### config.mk
export PLATFORM = sky130hd
export DESIGN_NAME = srg_ctrl
export DESIGN_NICKNAME = d
export VERILOG_FILES = /design/src/rtl/srg_pkg.sv /design/src/rtl/srg_ctrl.sv
export VERILOG_INCLUDE_DIRS = /design/src /design/src/rtl
export SDC_FILE = /design/constraint.sdc
export NUM_CORES = 1
export LEC_CHECK = 0
export ABC_CLOCK_PERIOD_IN_PS = 4100
export BUFFER_PORTS_ARGS = -buffer_cell sky130_fd_sc_hd__buf_4
export CORE_ASPECT_RATIO = 1.1
export CORE_MARGIN = 3
export CORE_UTILIZATION = 57
export CTS_CLUSTER_SIZE = 12
export DETAILED_ROUTE_END_ITERATION = 6
export PLACE_DENSITY = 0.77
export SETUP_SLACK_MARGIN = 0.4
export SLEW_MARGIN = 20
export SYNTH_ARGS = -nofsm -noshare
export SYNTH_HDL_FRONTEND = slang
export SYNTH_SLANG_ARGS = --single-unit
### constraint.sdc
create_clock -name clk -period 4.1 [get_ports clk]
set_input_delay 0 -clock clk [delete_from_list [all_inputs] [get_ports clk]]
set_output_delay 0 -clock clk [all_outputs]
set_load 0.1 [all_outputs]
### src/rtl/srg_map.svh
// Purpose: constants of the rectifier gate controller
// Assumes: 20 MHz clock, register words at byte addresses
// Notes: definitions only
`ifndef SRG_MAP_SVH
`define SRG_MAP_SVH
// ==============================
// timing
`define SRG_CLK_NS 50
`define SRG_SETTLE_NS 25000
`define SRG_OFF_MIN_NS 650
// ==============================
// register offsets
`define SRG_OFS_STATUS 4'h0
`define SRG_OFS_MASK 4'h4
`define SRG_OFS_ONTIME 4'h8
`define SRG_OFS_MODE 4'hc
// ==============================
// status bit positions
`define SRG_EV_LIGHT_IN 0
`define SRG_EV_LIGHT_OUT 1
`define SRG_EV_FAULT 2
`define SRG_EV_LOCK 3
`define SRG_EV_SLEEP 4
`define SRG_EV_W 5
// ==============================
// reset values
`define SRG_STATUS_RST 5'h00
`define SRG_MASK_RST 5'h00
`define SRG_ONTIME_RST 8'h3c
// off-time scale: cycles times enable code
`define SRG_OFF_K 16'h1e78
`endif

### src/rtl/srg_pkg.sv
// Purpose: types of the rectifier gate controller
// Assumes: constants live in srg_map.svh
// Notes: no logic here
package srg_pkg;
  // ==============================
  // synchronised comparator results
  typedef struct packed {
    logic sup_hi;    // supply above upper lockout threshold
    logic sup_lo;    // supply above lower lockout threshold
    logic en_hi;     // enable above upper threshold
    logic en_lo;     // enable above lower threshold
    logic on_cross;  // vds below turnon_threshold
    logic off_cross; // vds above turnoff_threshold
    logic rearm;     // drain above rearm_threshold
    logic force_n;   // forced-turnoff input, low = force
    logic res_bad;   // ontime_resistor out of range
  } srg_cmp_type;
  // ==============================
  // device modes
  typedef enum logic [2:0] {
    M_LOCK, M_SLEEP, M_SETTLE, M_RUN, M_LIGHT, M_FAULT
  } srg_mode_type;
  // switching-cycle phases
  typedef enum logic [1:0] {
    C_WAIT, C_OFFBLANK, C_ARMED, C_COND
  } srg_cyc_type;
endpackage

### src/rtl/srg_ctrl.sv
// Purpose: gate sequencing of a synchronous-rectifier driver
// Assumes: comparator outputs arrive as digital levels
// Notes: enable voltage arrives as an 8-bit code
`timescale 1ns/1ps
`include "srg_map.svh"

// Summary of operation
// gate on when armed and turnon crossed
// gate off at turnoff crossing or force
// min on-time blanks the turnoff detector
// rearm crossing starts min off-time blanking
// turn on only armed, after off-time
// short conduction sets light latch, blanks pulse
// conduction compared every cycle, blanked too
// long conduction clears latch, back to run
// lockout: pulldown on, source off, gate low
// supply lockout with hysteresis
// enable with hysteresis outside lockout
// low enable forces gate low, sleeps
// wake waits 25 us, enters light-load
// external enable drive held high 100 ns; the code has no such timer, en_src_r is simply high outside lockout
// off-time inverse to enable voltage
// bad on-time resistor forces fault shutdown
// open enable gives 0.65 us off-time
// held force input keeps gate low
// synchronised inputs, down-counter intervals
module srg_ctrl (
  input wire logic clk,
  input wire logic rst_b,
  input wire srg_pkg::srg_cmp_type cmp_in,
  input wire logic [7:0] en_level,
  input wire logic [3:0] addr,
  input wire logic [31:0] wdata,
  input wire logic wr,
  input wire logic rd,
  output logic [31:0] rdata,
  output logic gate_r,
  output logic en_src_r,
  output logic en_pd_r,
  output logic irq_r
);
  // ==============================
  // constants
  localparam int SETTLE_CYC = `SRG_SETTLE_NS / `SRG_CLK_NS;
  localparam int OFF_MIN_CYC = (`SRG_OFF_MIN_NS + `SRG_CLK_NS - 1) / `SRG_CLK_NS;
  localparam int CW = $bits(srg_pkg::srg_cmp_type);

  // ==============================
  // synchronisers
  logic [CW-1:0] sync1_r; // first stage, read only by second
  logic [CW-1:0] sync2_r; // second stage
  srg_pkg::srg_cmp_type sy; // usable comparator view
  genvar gi;
  generate
    for (gi = 0; gi < CW; gi++) begin : g_sync
      // two flops per comparator bit
      always_ff @(posedge clk or negedge rst_b) begin
        if (!rst_b) begin
          sync1_r[gi] <= 1'b0;
          sync2_r[gi] <= 1'b0;
        end else begin
          sync1_r[gi] <= cmp_in[gi];
          sync2_r[gi] <= sync1_r[gi];
        end
      end
    end
  endgenerate
  assign sy = srg_pkg::srg_cmp_type'(sync2_r);

  // ==============================
  // state
  srg_pkg::srg_mode_type mode_r; // device mode
  srg_pkg::srg_mode_type mode_nxt;
  srg_pkg::srg_cyc_type cyc_r; // cycle phase
  logic sup_ok_r; // out of lockout
  logic en_ok_r; // enabled
  logic light_r; // light-load latch
  logic short_r; // turnoff seen inside min on-time
  logic [7:0] on_cnt_r; // min on-time down-counter
  logic [15:0] off_cnt_r; // min off-time down-counter
  logic [9:0] settle_cnt_r; // wake settling counter
  logic [7:0] ontime_r; // programmed on-time cycles
  logic [`SRG_EV_W-1:0] stat_r; // sticky events
  logic [`SRG_EV_W-1:0] mask_r; // interrupt mask
  logic [`SRG_EV_W-1:0] ev; // event pulses
  logic cyc_end; // conduction ended this cycle
  logic short_now; // this conduction was short
  logic active; // run or light-load
  logic [15:0] off_cyc; // off-time for this cycle

  assign active = (mode_r == srg_pkg::M_RUN) || (mode_r == srg_pkg::M_LIGHT);

  // ==============================
  // supply and enable hysteresis
  // supply latch set above upper, cleared below lower
  always_ff @(posedge clk or negedge rst_b) begin
    if (!rst_b) begin
      sup_ok_r <= 1'b0;
    end else if (sy.sup_hi) begin
      sup_ok_r <= 1'b1;
    end else if (!sy.sup_lo) begin
      sup_ok_r <= 1'b0;
    end
  end

  // enable latch; ignored in lockout
  always_ff @(posedge clk or negedge rst_b) begin
    if (!rst_b) begin
      en_ok_r <= 1'b0;
    end else if (!sup_ok_r) begin
      en_ok_r <= 1'b0;
    end else if (sy.en_hi) begin
      en_ok_r <= 1'b1;
    end else if (!sy.en_lo) begin
      en_ok_r <= 1'b0;
    end
  end

  // ==============================
  // mode sequencing
  // lockout beats fault beats sleep
  always_comb begin
    mode_nxt = mode_r;
    if (!sup_ok_r || !sy.sup_lo) begin
      mode_nxt = srg_pkg::M_LOCK;
    end else if (mode_r == srg_pkg::M_FAULT || sy.res_bad) begin
      // fault stays until lockout
      mode_nxt = srg_pkg::M_FAULT;
    end else if (!en_ok_r || !sy.en_lo) begin
      // overrides any timer in progress, incl. shorted pin
      mode_nxt = srg_pkg::M_SLEEP;
    end else begin
      case (mode_r)
        srg_pkg::M_LOCK, srg_pkg::M_SLEEP: begin
          mode_nxt = srg_pkg::M_SETTLE;
        end
        srg_pkg::M_SETTLE: begin
          // wake goes to light-load, not run
          if (settle_cnt_r == 10'h0) begin
            mode_nxt = srg_pkg::M_LIGHT;
          end
        end
        srg_pkg::M_RUN, srg_pkg::M_LIGHT: begin
          mode_nxt = light_r ? srg_pkg::M_LIGHT : srg_pkg::M_RUN;
          if (cyc_end) begin
            // verdict takes effect for the next cycle
            mode_nxt = short_now ? srg_pkg::M_LIGHT : srg_pkg::M_RUN;
          end
        end
        default: begin
          mode_nxt = srg_pkg::M_LOCK;
        end
      endcase
    end
  end

  // mode register
  always_ff @(posedge clk or negedge rst_b) begin
    if (!rst_b) begin
      mode_r <= srg_pkg::M_LOCK;
    end else begin
      mode_r <= mode_nxt;
    end
  end

  // settle counter loads on entry, counts down
  always_ff @(posedge clk or negedge rst_b) begin
    if (!rst_b) begin
      settle_cnt_r <= 10'(SETTLE_CYC - 1);
    end else if (mode_r != srg_pkg::M_SETTLE) begin
      settle_cnt_r <= 10'(SETTLE_CYC - 1);
    end else if (settle_cnt_r != 10'h0) begin
      settle_cnt_r <= settle_cnt_r - 10'h1;
    end
  end

  // lockout pin handling: source off, pulldown on
  always_ff @(posedge clk or negedge rst_b) begin
    if (!rst_b) begin
      en_src_r <= 1'b0;
      en_pd_r <= 1'b1;
    end else begin
      en_src_r <= (mode_nxt != srg_pkg::M_LOCK);
      en_pd_r <= (mode_nxt == srg_pkg::M_LOCK);
    end
  end

  // ==============================
  // off-time from enable level
  // inverse of the code, clamped to the open-pin floor
  always_comb begin
    off_cyc = 16'(OFF_MIN_CYC);
    if (en_level != 8'h0 && (`SRG_OFF_K / en_level) > 16'(OFF_MIN_CYC)) begin
      off_cyc = 16'(`SRG_OFF_K / en_level);
    end
  end

  // ==============================
  // switching cycle
  // conduction ends at turnoff; a live gate ignores it while blanked
  assign cyc_end = (cyc_r == srg_pkg::C_COND) && sy.off_cross && (on_cnt_r == 8'h0 || !gate_r);
  assign short_now = short_r || (on_cnt_r != 8'h0);

  // cycle phase machine
  always_ff @(posedge clk or negedge rst_b) begin
    if (!rst_b) begin
      cyc_r <= srg_pkg::C_WAIT;
    end else if (!active) begin
      cyc_r <= srg_pkg::C_WAIT;
    end else begin
      case (cyc_r)
        srg_pkg::C_WAIT: begin
          // rearm crossing after turnoff
          if (sy.rearm) begin
            cyc_r <= srg_pkg::C_OFFBLANK;
          end
        end
        srg_pkg::C_OFFBLANK: begin
          // turnon detector blanked; arm on expiry
          if (off_cnt_r == 16'h0) begin
            cyc_r <= srg_pkg::C_ARMED;
          end
        end
        srg_pkg::C_ARMED: begin
          // an early request is simply still pending here
          if (sy.on_cross) begin
            cyc_r <= srg_pkg::C_COND;
          end
        end
        srg_pkg::C_COND: begin
          if (cyc_end) begin
            cyc_r <= srg_pkg::C_WAIT;
          end
        end
        default: begin
          cyc_r <= srg_pkg::C_WAIT;
        end
      endcase
    end
  end

  // off-time down-counter, loaded on rearm
  always_ff @(posedge clk or negedge rst_b) begin
    if (!rst_b) begin
      off_cnt_r <= 16'h0;
    end else if (cyc_r == srg_pkg::C_WAIT) begin
      off_cnt_r <= off_cyc - 16'h1;
    end else if (cyc_r == srg_pkg::C_OFFBLANK && off_cnt_r != 16'h0) begin
      off_cnt_r <= off_cnt_r - 16'h1;
    end
  end

  // on-time counter runs for issued and blanked pulses alike
  always_ff @(posedge clk or negedge rst_b) begin
    if (!rst_b) begin
      on_cnt_r <= 8'h0;
    end else if (cyc_r == srg_pkg::C_ARMED) begin
      on_cnt_r <= ontime_r;
    end else if (cyc_r == srg_pkg::C_COND && on_cnt_r != 8'h0) begin
      on_cnt_r <= on_cnt_r - 8'h1;
    end
  end

  // turnoff seen during min on-time marks a short conduction
  always_ff @(posedge clk or negedge rst_b) begin
    if (!rst_b) begin
      short_r <= 1'b0;
    end else if (cyc_r != srg_pkg::C_COND) begin
      short_r <= 1'b0;
    end else if (sy.off_cross && on_cnt_r != 8'h0) begin
      short_r <= 1'b1;
    end
  end

  // light-load latch
  always_ff @(posedge clk or negedge rst_b) begin
    if (!rst_b) begin
      light_r <= 1'b0;
    end else if (mode_r == srg_pkg::M_SETTLE) begin
      light_r <= 1'b1;
    end else if (active && cyc_end) begin
      light_r <= short_now;
    end
  end

  // ==============================
  // gate output
  // pulse only in run mode, dropped by force at once
  always_ff @(posedge clk or negedge rst_b) begin
    if (!rst_b) begin
      gate_r <= 1'b0;
    end else if (mode_nxt != srg_pkg::M_RUN || !sy.force_n) begin
      gate_r <= 1'b0;
    end else if (cyc_r == srg_pkg::C_ARMED && sy.on_cross && !light_r) begin
      gate_r <= 1'b1;
    end else if (cyc_end) begin
      gate_r <= 1'b0;
    end
  end

  // ==============================
  // events and interrupt
  always_comb begin
    ev = '0;
    ev[`SRG_EV_LIGHT_IN] = (mode_nxt == srg_pkg::M_LIGHT) && (mode_r == srg_pkg::M_RUN);
    ev[`SRG_EV_LIGHT_OUT] = (mode_nxt == srg_pkg::M_RUN) && (mode_r == srg_pkg::M_LIGHT);
    ev[`SRG_EV_FAULT] = (mode_nxt == srg_pkg::M_FAULT) && (mode_r != srg_pkg::M_FAULT);
    ev[`SRG_EV_LOCK] = (mode_nxt == srg_pkg::M_LOCK) && (mode_r != srg_pkg::M_LOCK);
    ev[`SRG_EV_SLEEP] = (mode_nxt == srg_pkg::M_SLEEP) && (mode_r != srg_pkg::M_SLEEP);
  end

  // sticky status, write one to clear; a new event wins
  always_ff @(posedge clk or negedge rst_b) begin
    if (!rst_b) begin
      stat_r <= `SRG_STATUS_RST;
    end else if (wr && addr == `SRG_OFS_STATUS) begin
      stat_r <= (stat_r & ~wdata[`SRG_EV_W-1:0]) | ev;
    end else begin
      stat_r <= stat_r | ev;
    end
  end

  // level interrupt from unmasked status
  always_ff @(posedge clk or negedge rst_b) begin
    if (!rst_b) begin
      irq_r <= 1'b0;
    end else begin
      irq_r <= |(stat_r & mask_r);
    end
  end

  // ==============================
  // register writes
  always_ff @(posedge clk or negedge rst_b) begin
    if (!rst_b) begin
      mask_r <= `SRG_MASK_RST;
      ontime_r <= `SRG_ONTIME_RST;
    end else if (wr) begin
      if (addr == `SRG_OFS_MASK) begin
        mask_r <= wdata[`SRG_EV_W-1:0];
      end
      if (addr == `SRG_OFS_ONTIME) begin
        // programmed min on-time in cycles
        ontime_r <= wdata[7:0];
      end
    end
  end

  // register reads; unmapped reads as zero
  always_ff @(posedge clk or negedge rst_b) begin
    if (!rst_b) begin
      rdata <= 32'h0;
    end else if (rd) begin
      case (addr)
        `SRG_OFS_STATUS: rdata <= {27'h0, stat_r};
        `SRG_OFS_MASK: rdata <= {27'h0, mask_r};
        `SRG_OFS_ONTIME: rdata <= {24'h0, ontime_r};
        `SRG_OFS_MODE: rdata <= {24'h0, light_r, gate_r, cyc_r, 1'b0, mode_r};
        default: rdata <= 32'h0;
      endcase
    end else begin
      rdata <= 32'h0;
    end
  end
endmodule // srg_ctrl

==> results.ini, run 1 <==
[outcome]
status=stopped before the end
haltStage=global routing
error_line=[ERROR GRT-0232] Routing congestion too high. Check the congestion heatmap in the GUI.

[clock_network]
clock_path_buffers=2
cts_buffers=9
cts_root_buffer=clkbuf_16
cts_sinks=91
htreeDepth=3

[yosys]
synth_area_leaders=dfrtp_1 19%, ha_1 11%, nand2_1 5.0%
synth_cells=1304
synth_enable_flop_cells=0
ys_warn_count=0
ys_seq_elements=91
synth.distinct_cells=114
synth_top_cell_area_share_pct=18.72
synthFlopType=dfrtp_1
syn_avg_cell_area_um2=8.098
ys_async_sr_fraction_pct=100.0
synth_area_um2=10560
ys_seq_area_share_pct=21.71
synth_top_cell_by_area=dfrtp_1

[placement]
port_buffers=44
gp_congestion=1.008
dpl.hpwl_mm=28.06
place_area_um2=14780

[die]
die_x_um=135.8
start_util_pct=58.89
die_h_um=148.8
rows=51
ioPinCount=93

[global_routing]
grt_max_degree=63
overflow=21
grt_use_total_pct=77.58

synth_stat cells, types with 13 or more instances:
cell and n:
o21a_1 25, nand3_1 32, xor2_1 20, dfrtp_1 79, o31ai_1 23, o21ai_0 70, nor2b_1 20, clkbuf_1 15
a21oi_1 69, nand2b_1 13, a31oi_1 20, xnor2_1 44, nor3_1 38, or3_1 15, buf_4 28, nor4_1 14
mux2_2 24, inv_1 57, mux2i_1 17, a21o_1 25, ha_1 94, a211oi_1 15, nor2_1 137, nand2_1 140
nand4_1 15
cell families after synthesis:
| family | synth area share, % |
|---|---|
| adders and majority gates | 11.14 |
| buffers and inverters | 5.308 |
| and+or+nand+nor | 22.80 |
| DFF | 21.71 |
| muxes | 5.723 |
| other | 0.03551 |
| xor gates and xnor gates | 5.308 |
| AOI/OAI and AO/OA | 27.99 |
through the flow:
stage,hold WS (ns),instances,setup WS (ns)
after CTS,0.01019,2170,-18.19
after detailed placement,-0.04670,2005,-19.74
after global placement,-0.05257,2005,-18.81
after floorplan,-0.2956,1327,-19.56
per-layer routing:
layer  GRT usage (%)  overflow
met1           74.91         0
met2           90.44        11
met3           66.30         0
met4           81.75        10
met5           42.17         0
timing repair:
item,in CTS
gates resized for setup,98
buffers inserted,129
cloned,1
endpoints found under the hold margin,59
hold buffers,19
pin swaps,73
endpoints found under the setup margin,16
==> inputs of run 2 (changes only) <==
CORE_ASPECT_RATIO = not set   (was 1.1)
CORE_UTILIZATION = 40   (was 57)
CTS_CLUSTER_SIZE = not set   (was 12)
PLACE_DENSITY = not set   (was 0.77)
PLACE_DENSITY_LB_ADDON = 0.15   (was not set)
SETUP_SLACK_MARGIN = not set   (was 0.4)
==> run 2 against run 1 <==
  * Synthesized cell count unchanged
  * Synthesized area unchanged
  * The flow now finishes, with violations (negative setup slack)
==> results.ini, run 2 <==
[sta]
fin_ws_ns=-19.03
fmax_ghz=0.04323
period_minus_slack_ns=23.13
setup_violations=16
rsz0062_at_grt=true
tightestPinTransition_ns=0.8406
hold_viol_final=0
relSlewSlack_pct=43.96
finClkSkew_ns=0.009835
period_share_pct=564.2
drv_slew=0

[die]
rows=58  ; +14%
die_x_um=168.5  ; +24%
start_util_pct=41.34  ; -18 points
ioPinCount=93  ; unchanged
die_h_um=168.5  ; +13%
core_region_area_um2=25540
die_area_um2=28390

[yosys]
synthMostInstantiatedCell=nand2_1
ys_seq_area_share_pct=21.71  ; unchanged
ys_seq_elements=91  ; unchanged
synth_top_cell_area_share_pct=18.72  ; unchanged
synth_top_cell_by_area=dfrtp_1
synthFlopType=dfrtp_1
synth.distinct_cells=114  ; unchanged
synth_area_um2=10560  ; unchanged
synth_cells=1304  ; unchanged
synth_enable_flop_cells=0  ; unchanged
synth_area_leaders=dfrtp_1 19%, ha_1 11%, nand2_1 5.0%
ys_warn_count=0  ; unchanged
ys_async_sr_fraction_pct=100.0  ; unchanged
syn_avg_cell_area_um2=8.098  ; unchanged
synthTopCellsByCount=140 x nand2_1, 137 x nor2_1, 94 x ha_1

[layout]
largest_register_ff_count=16
syn_to_final_growth_pct=65.88
fin_cells=2289
final_cell_mix=626 x buf_4, 122 x nand2_1, 119 x nor2_1
fin_nets=2105
fin_area_um2=17520
largest_registers=off_cnt_r x16, settle_cnt_r x10
multi_input_comb_area_um2=9095
drive_gt1_share_pct=47.68
largest-register=off_cnt_r
antenna_cells=0
seqCellArea_um2=2292
fillers=1961
final_common_cell=buf_4

[routing]
wire_per_inst_um=16.93
dr.first_iter.drc_count=918
vias=12570
top_layer_used=met4
drt-met1-wl_mm=17.55
viasPerCell=5.492
dr.pass1.iters=7
routed_wl_mm=38.74
met2_length_mm=18.19
drc=0
antenna_left=0
dr_wl_met3_mm=1.527

[placement]
gp_congestion=0.9074  ; -10%
place_area_um2=14930  ; +1.0%
port_buffers=44  ; unchanged
dp.cells=2103  ; +4.9%
dpl.hpwl_mm=27.16  ; -3.2%

[critical_path]
end_kind=flip-flop
crit_type=in -> reg
cp_max_fo=8
cp.required_ns=4.34
critPathTopFamily=compound AO/OA/AOI/OAI gates
crit_slowest_cell=or4_4
cpPeakStageDelay_ns=0.57
startpoint_type=input port
arrival_ns=23.38
reg2reg_slack_ns=0.76
cpMostUsedCell=buf_4
cp.buffers_inverters=18

[global_routing]
grt_max_degree=67
antenna_found_initial=0
grt_pass1_vias=12510
grt_use_total_pct=26.01
grt_first_pass_wirelength_mm=61.38
overflow=0

[clock_network]
cts_buffers=9  ; unchanged
clkTransAtPathRegs_ns=0.07
cts_sinks=91  ; unchanged
tritoncts=built
htreeDepth=3  ; unchanged
cts_root_buffer=clkbuf_16
clock_path_buffers=2  ; unchanged
worstSkewPairLatency_ns=0.35

[outcome]
failed_checks=negative setup slack
status=complete, but fails checks

[flow_run]
cap_viol_max_count=0

[worst_hold_path]
hold_path.class=in -> reg

run 2: cell counts after synthesis:
No cell type changed its count.
run 2: through the flow:
stage	setup TNS (ns)	hold WS, ns	worst slack, ns	utilization, %
after CTS	-287.57	0.004183	-18.44	66.42
final	-297.21	0.005979	-19.03	68.57
after global routing	-314.43	0.02798	-20.19	68.57
after global placement	-299.66	0.1097	-19.15	58.45
after detailed placement	-311.18	0.1106	-19.92	58.45
after floorplan	-302.13	-0.2956	-19.56	-
run 2: repair_timing:
item,4_1_cts,5_1_grt
endpoints found under the hold margin,92,0
hold buffers,20,0
setup buffers,119,32
gates resized for setup,122,61
pin swaps,108,81
endpoints found under the setup margin,16,16
gates cloned,1,0
run 2: logic make-up (layout without fill, tap and decap cells):
kind of cell             after synthesis  after routing  share of synthesized area, %
AO/OA/AOI/OAI                        400            401                         27.99
adder cells (fa/ha/maj)               94             94                         11.14
flip-flops                            91             91                         21.71
multiplexers                          50             50                         5.723
buffers and inverters                113            744                         5.308
other                                  1             24                       0.03551
AND/OR/NAND/NOR                      491            491                         22.80
XOR/XNOR                              64             64                         5.308
run 2: worst reg2reg max path, stage by stage, from the launching register on:
cell and delay [ns]:
dfrtp_1 0.45, inv_1 0.14, ha_1 0.18, nand2_1 0.18
nor4_1 0.28, o221ai_1 0.16, a311o_1 0.35, or2_1 0.24
o21ai_2 0.10, ha_4 0.16, nand4_1 0.10, nand3b_1 0.24
or2_4 0.27, xor2_1 0.16, o31ai_1 0.23
run 2: cell type report:
class                   instances  area share (%)
clock buffers                  12           1.464
flip-flops and latches         91           13.09
clock inverters                 4          0.3357
inverters                      59           1.314
multi-input cells            1124           51.92
well taps                     330           2.357
repair buffers                669           29.52
run 2: final timing paths:
kind	from	to	cells after the start
max in group asynchronous	rst_b	settle_cnt_r[6]	3
min in group asynchronous	rst_b	off_cnt_r[13]	2
hold reg to reg	sync1_r[5]	sy[5]	0
setup reg to reg	cyc_r[0]	off_cnt_r[10]	14
hold / removal	addr[3]	rdata[3]	3
setup / recovery	en_level[6]	off_cnt_r[10]	140
run 2: layer usage:
metal  up-vias  GRT usage [%]
li1       6146              -
met1      5966          34.91
met2       344          43.71
met3       116          2.546
met4         0          9.392
met5         -              0
Power of run 2 is left out: the tool's default activity adds up to more than one toggle a clock period on the data nets, which glitch-free logic cannot reach.
==> inputs of run 3 (changes only) <==
SKIP_LAST_GASP = 1   (was not set)
==> run 3 against run 2 <==
  * The flow still finishes with violations (negative setup slack)
  * Non-clock buffer count decreased by 6
  * Clock skew rose by 0.00064 ns
  * Utilization down 0.76 points
  * Register-to-register slack improved by 0.11 ns
  * Clock-buffer cell count did not move
  * Flip-flop and latch count is the same
  * Routed wire length shrank 2.6%
  * Worst hold slack got worse by 0.0022 ns
  * Cell count is 0.26% lower
  * First-iteration DRC count fell by 3.5%
  * Via count shrank 1.1%
  * Cell area decreased by 1.1%
==> results.ini, run 3 (synthesized netlist as in run 2, its figures left out) <==
[outcome]
status=complete, but fails checks
failed_checks=negative setup slack

[global_routing]
grt_first_pass_wirelength_mm=61.27  ; -0.17%
overflow=0  ; unchanged
antenna_found_initial=0  ; unchanged
grt_pass1_vias=12490  ; -0.14%
grt_use_total_pct=25.97  ; -0.044 points
grt_max_degree=67  ; unchanged

[clock_network]
cts_buffers=9  ; unchanged
worstSkewPairLatency_ns=0.35  ; about the same
cts_sinks=91  ; unchanged
clkTransAtPathRegs_ns=0.07  ; about the same
htreeDepth=3  ; unchanged
tritoncts=built
cts_root_buffer=clkbuf_16
clock_path_buffers=2  ; unchanged

[routing]
antenna_left=0  ; unchanged
top_layer_used=met4
viasPerCell=5.445  ; -0.86%
dr_wl_met3_mm=1.492  ; -2.3%
drt-met1-wl_mm=17.20  ; -2.0%
drc=0  ; unchanged
wire_per_inst_um=16.53  ; -2.3%
met2_length_mm=17.76  ; -2.3%
routed_wl_mm=37.74  ; -2.6%
dr.first_iter.drc_count=886  ; -3.5%
dr.pass1.iters=5  ; -2
vias=12430  ; -1.1%

[layout]
fin_nets=2099  ; -0.29%
final_common_cell=buf_4
final_cell_mix=631 x buf_4, 126 x nand2_1, 119 x nor2_1
fin_cells=2283  ; -0.26%
antenna_cells=0  ; unchanged
drive_gt1_share_pct=47.06  ; -0.62 points
largest_register_ff_count=16  ; unchanged
syn_to_final_growth_pct=64.04
largest-register=off_cnt_r
fillers=2012  ; +2.6%
largest_registers=off_cnt_r x16, settle_cnt_r x10

[placement]
port_buffers=44  ; unchanged
dpl.hpwl_mm=27.16  ; unchanged
dp.cells=2103  ; unchanged
gp_congestion=0.9074  ; unchanged

[critical_path]
crit_slowest_cell=or4_4
reg2reg_depth=14  ; unchanged
startpoint_type=input port
cp.required_ns=4.36  ; +0.02 ns
arrival_ns=23.11  ; -0.27 ns
cp_max_fo=8  ; unchanged
end_kind=flip-flop
crit_type=in -> reg
r2r_start=cyc_r[0]
cpMostUsedCell=buf_4
reg2reg_slack_ns=0.87  ; +0.11 ns
worstReg2RegEnd=off_cnt_r[10]
cpPeakStageDelay_ns=0.57  ; about the same

[worst_hold_path]
min_path_cells=3  ; unchanged
min_from=addr[3]
min_to=rdata[3]
hold_path.class=in -> reg

[sta]
finClkSkew_ns=0.01048  ; +0.0006418 ns
setup_tns_ns=-293.42  ; +3.792 ns
fin_ws_ns=-18.76  ; +0.2760 ns
period_minus_slack_ns=22.86  ; -0.2760 ns
rsz0062_at_grt=true
period_share_pct=557.5  ; -6.7 points
whs_ns=0.003820  ; -0.002159 ns
relSlewSlack_pct=45.02  ; +1.1 points
hold_viol_final=0  ; unchanged
drv_slew=0  ; unchanged
setup_violations=16  ; unchanged
tightestPinTransition_ns=0.8247  ; -0.01588 ns
fmax_ghz=0.04375  ; +1.2%

[die]
die_area_um2=28390  ; unchanged
die_x_um=168.5  ; unchanged
core_region_area_um2=25540  ; unchanged
rows=58  ; unchanged
start_util_pct=41.34  ; unchanged
ioPinCount=93  ; unchanged
die_h_um=168.5  ; unchanged

[flow_run]
cap_viol_max_count=0  ; unchanged

[run 3: changes by cell type in the layout (fill, tap and decap cells not counted), moves of 2 or more]
cell	previous run	this run
ha_4	29	26
ha_2	1	3
buf_6	21	12
a21oi_4	8	5
nand2_2	11	8
nand2_1	122	126
buf_4	626	631
a21oi_1	40	43
o21ai_2	10	12
[run 3: through the flow]
step	cell area (um^2)	utilization, %	setup slack [ns]
final	17320	67.81	-18.76
after global routing	17320	67.81	-19.99
after CTS	16950	66.35	-18.44
after detailed placement	14930	58.45	-19.92
after global placement	14930	58.45	-19.15
after floorplan	11160	-	-19.56
[run 3: critical path, delay by kind of cell]
family                   cells  cell delay (ns)
adder cells (fa/ha/maj)     13             3.37
AO/OA/AOI/OAI               52             8.66
multiplexers                 3             1.06
buffers and inverters       33             4.02
XOR/XNOR                     1             0.16
AND/OR/NAND/NOR             37             5.78
[run 3: worst max-delay path by stage]
| stage | endpoint | cells past startpoint | slack (ns) | from |
|---|---|---|---|---|
| CTS | off_cnt_r[10] | 134 | -18.44 | en_level[6] |
| global placement | off_cnt_r[12] | 131 | -19.15 | en_level[5] |
| floorplan | off_cnt_r[10] | 141 | -19.56 | en_level[1] |
| global route | off_cnt_r[10] | 136 | -19.99 | en_level[6] |
| detailed placement | off_cnt_r[12] | 133 | -19.92 | en_level[5] |
| finish | off_cnt_r[10] | 139 | -18.76 | en_level[6] |
[run 3: routing by layer]
metal	GRT usage (%)	vias up
li1	-	6130
met1	34.91	5901
met2	43.55	313
met3	2.546	87
met4	9.392	0
met5	0	-
[run 3: area by class of cell]
| class | instances | area, um^2 | share of cell area [%] |
|---|---|---|---|
| Clock inverter | 4 | 58.81 | 0.3395 |
| Tap cell | 330 | 412.9 | 2.384 |
| Multi-Input combinational cell | 1124 | 9000 | 51.95 |
| Inverter | 59 | 230.2 | 1.329 |
| Clock buffer | 12 | 256.5 | 1.481 |
| Timing Repair Buffer | 663 | 5072 | 29.28 |
| Sequential cell | 91 | 2292 | 13.23 |
[run 3: repair_timing]
item | 4_1_cts | 5_1_grt
hold endpoints to repair | 92 | 0
pin swaps | 108 | 45
hold buffers | 20 | 0
setup endpoints to repair | 16 | 16
buffers inserted | 119 | 29
cloned | 1 | 0
gates resized for setup | 117 | 39
Power of run 3 is left out for the same reason.
==> inputs of run 4 (changes only) <==
ABC_CLOCK_PERIOD_IN_PS = 29600   (was 4100)
clock period = 29.6 ns   (was 4.1 ns; I/O delays follow)
==> run 4 against run 3 <==
  * The run now ends clean
  * Cell count is 24% lower
  * Routed wire length is 24% lower
  * Global-route usage is 5.9 points lower
  * Flip-flop and latch count stayed put
  * Non-clock buffer count is 540 lower
  * Critical path type unchanged
  * Largest cell class unchanged
  * Highest routed layer unchanged
==> results.ini, run 4 (synthesized netlist as in run 2, its figures left out) <==
[routing]
viasPerCell=5.750  ; +5.6%
dr.first_iter.drc_count=688  ; -22%
drc=0  ; unchanged
routed_wl_mm=28.82  ; -24%
antenna_left=0  ; unchanged
vias=10020  ; -19%
wire_per_inst_um=16.55  ; about the same
dr.pass1.iters=5  ; unchanged

[global_routing]
antenna_found_initial=0  ; unchanged
grt_first_pass_wirelength_mm=48.13  ; -21%
grt_max_degree=83  ; +24%
overflow=0  ; unchanged
grt_use_total_pct=20.06  ; -5.9 points
grt_pass1_vias=9574  ; -23%

[clock_network]
clkTransAtPathRegs_ns=0.07  ; about the same
cts_buffers=9  ; unchanged
htreeDepth=3  ; unchanged
cts_root_buffer=clkbuf_16
worstSkewPairLatency_ns=0.34  ; about the same
clock_path_buffers=2  ; unchanged
tritoncts=built
cts_sinks=91  ; unchanged

[layout]
antenna_cells=0  ; unchanged
largest_registers=off_cnt_r x16, settle_cnt_r x10
fin_nets=1558  ; -26%
largest_register_ff_count=16  ; unchanged
final_cell_mix=140 x nand2_1, 137 x nor2_1, 102 x buf_4
largest-register=off_cnt_r
syn_to_final_growth_pct=13.84
final_common_cell=nand2_1
drive_gt1_share_pct=15.86  ; -31 points

[placement]
dpl.hpwl_mm=22.53  ; -17%
dp_slack_ns=1.600  ; +21.53 ns
port_buffers=44  ; unchanged
gp_congestion=0.8323  ; -8.3%

[critical_path]
reg2reg_depth=16  ; +2
arrival_ns=27.35  ; +4.24 ns
crit_slowest_cell=or4_1
reg2reg_slack_ns=25.33  ; +24.46 ns
startpoint_type=input port
worstReg2RegEnd=off_cnt_r[8]
end_kind=flip-flop
cp_max_fo=11  ; +3
cpPeakStageDelay_ns=0.65  ; +0.08 ns
cpMostUsedCell=ha_1
cp.required_ns=29.80  ; +25.44 ns
r2r_start=cyc_r[1]
crit_type=in -> reg

[flow_run]
cap_viol_max_count=0  ; unchanged

[sta]
setup_violations=0  ; -16
finClkSkew_ns=0.01438  ; +0.003907 ns
period_minus_slack_ns=27.15
fmax_ghz=0.03684
rsz0062_at_grt=false
fin_ws_ns=2.455  ; +21.21 ns
whs_ns=0.02852  ; +0.02470 ns
period_share_pct=91.71
hold_viol_final=0  ; unchanged
drv_slew=0  ; unchanged
setup_tns_ns=0  ; +293.42 ns
tightestPinTransition_ns=0.8292  ; +0.004501 ns
relSlewSlack_pct=44.29  ; -0.73 points

[die]
die_area_um2=28390  ; unchanged
rows=58  ; unchanged
die_x_um=168.5  ; unchanged
die_h_um=168.5  ; unchanged
core_region_area_um2=25540  ; unchanged
ioPinCount=93  ; unchanged
start_util_pct=41.34  ; unchanged

[outcome]
status=finished, final reports clean

[worst_hold_path]
hold_path.class=in -> async

[run 4: cell types whose count changed in the layout (fill, tap and decap cells not counted), sizes merged]
cell and change:
buf -540, clkbuf -2, inv +2, a41oi -1
clkinv -1, clkinvlp +1
[run 4: worst max path at each step]
stage / startpoint / end
finish: en_level[7] / off_cnt_r[8]
global route: en_level[7] / off_cnt_r[12]
CTS: en_level[7] / off_cnt_r[12]
detailed placement: en_level[7] / off_cnt_r[12]
global placement: en_level[7] / off_cnt_r[8]
floorplan: en_level[0] / off_cnt_r[10]
[run 4: metrics by stage]
step | instance area, um^2 | cells | util (%)
5_1_grt | 12020 | 1742 | 47.06
6_report | 12020 | 1742 | 47.06
4_1_cts | 11990 | 1741 | 46.92
2_1_floorplan | 10650 | 1327 | -
3_5_place_dp | 11490 | 1705 | 44.96
3_3_place_gp | 11490 | 1705 | 44.96
[run 4: critical path: cells and delay by family]
| family | cells | cell delay (ns) |
|---|---|---|
| buf+inv | 11 | 1.59 |
| simple gates | 48 | 8.05 |
| fa+ha+maj | 15 | 4.45 |
| mux | 3 | 0.90 |
| xor+xnor | 1 | 0.16 |
| compound gates | 59 | 12.10 |
[run 4: area by class of cell]
class / count / area [um^2]
clock buffers: 10 / 229.0
inverters: 59 / 221.5
flip-flops and latches: 91 / 2292
repair buffers: 123 / 977.2
clock inverters: 6 / 71.32
multi-input cells: 1123 / 7818
well taps: 330 / 412.9
fillers: 2533 / 13520
[run 4: repair_timing]
item	in CTS	in global routing
endpoints found under the setup margin	0	14
setup buffers	0	1
endpoints found under the hold margin	40	0
hold buffers	20	0
resized for setup	0	7
[run 4: metal layers]
layer  GRT usage, %  routed length (um)
met2          32.35               12820
met4          3.415                 274
met1          29.81               14540
met3          1.681                1186
met5              0                   0
Power of run 4 is left out for the same reason.
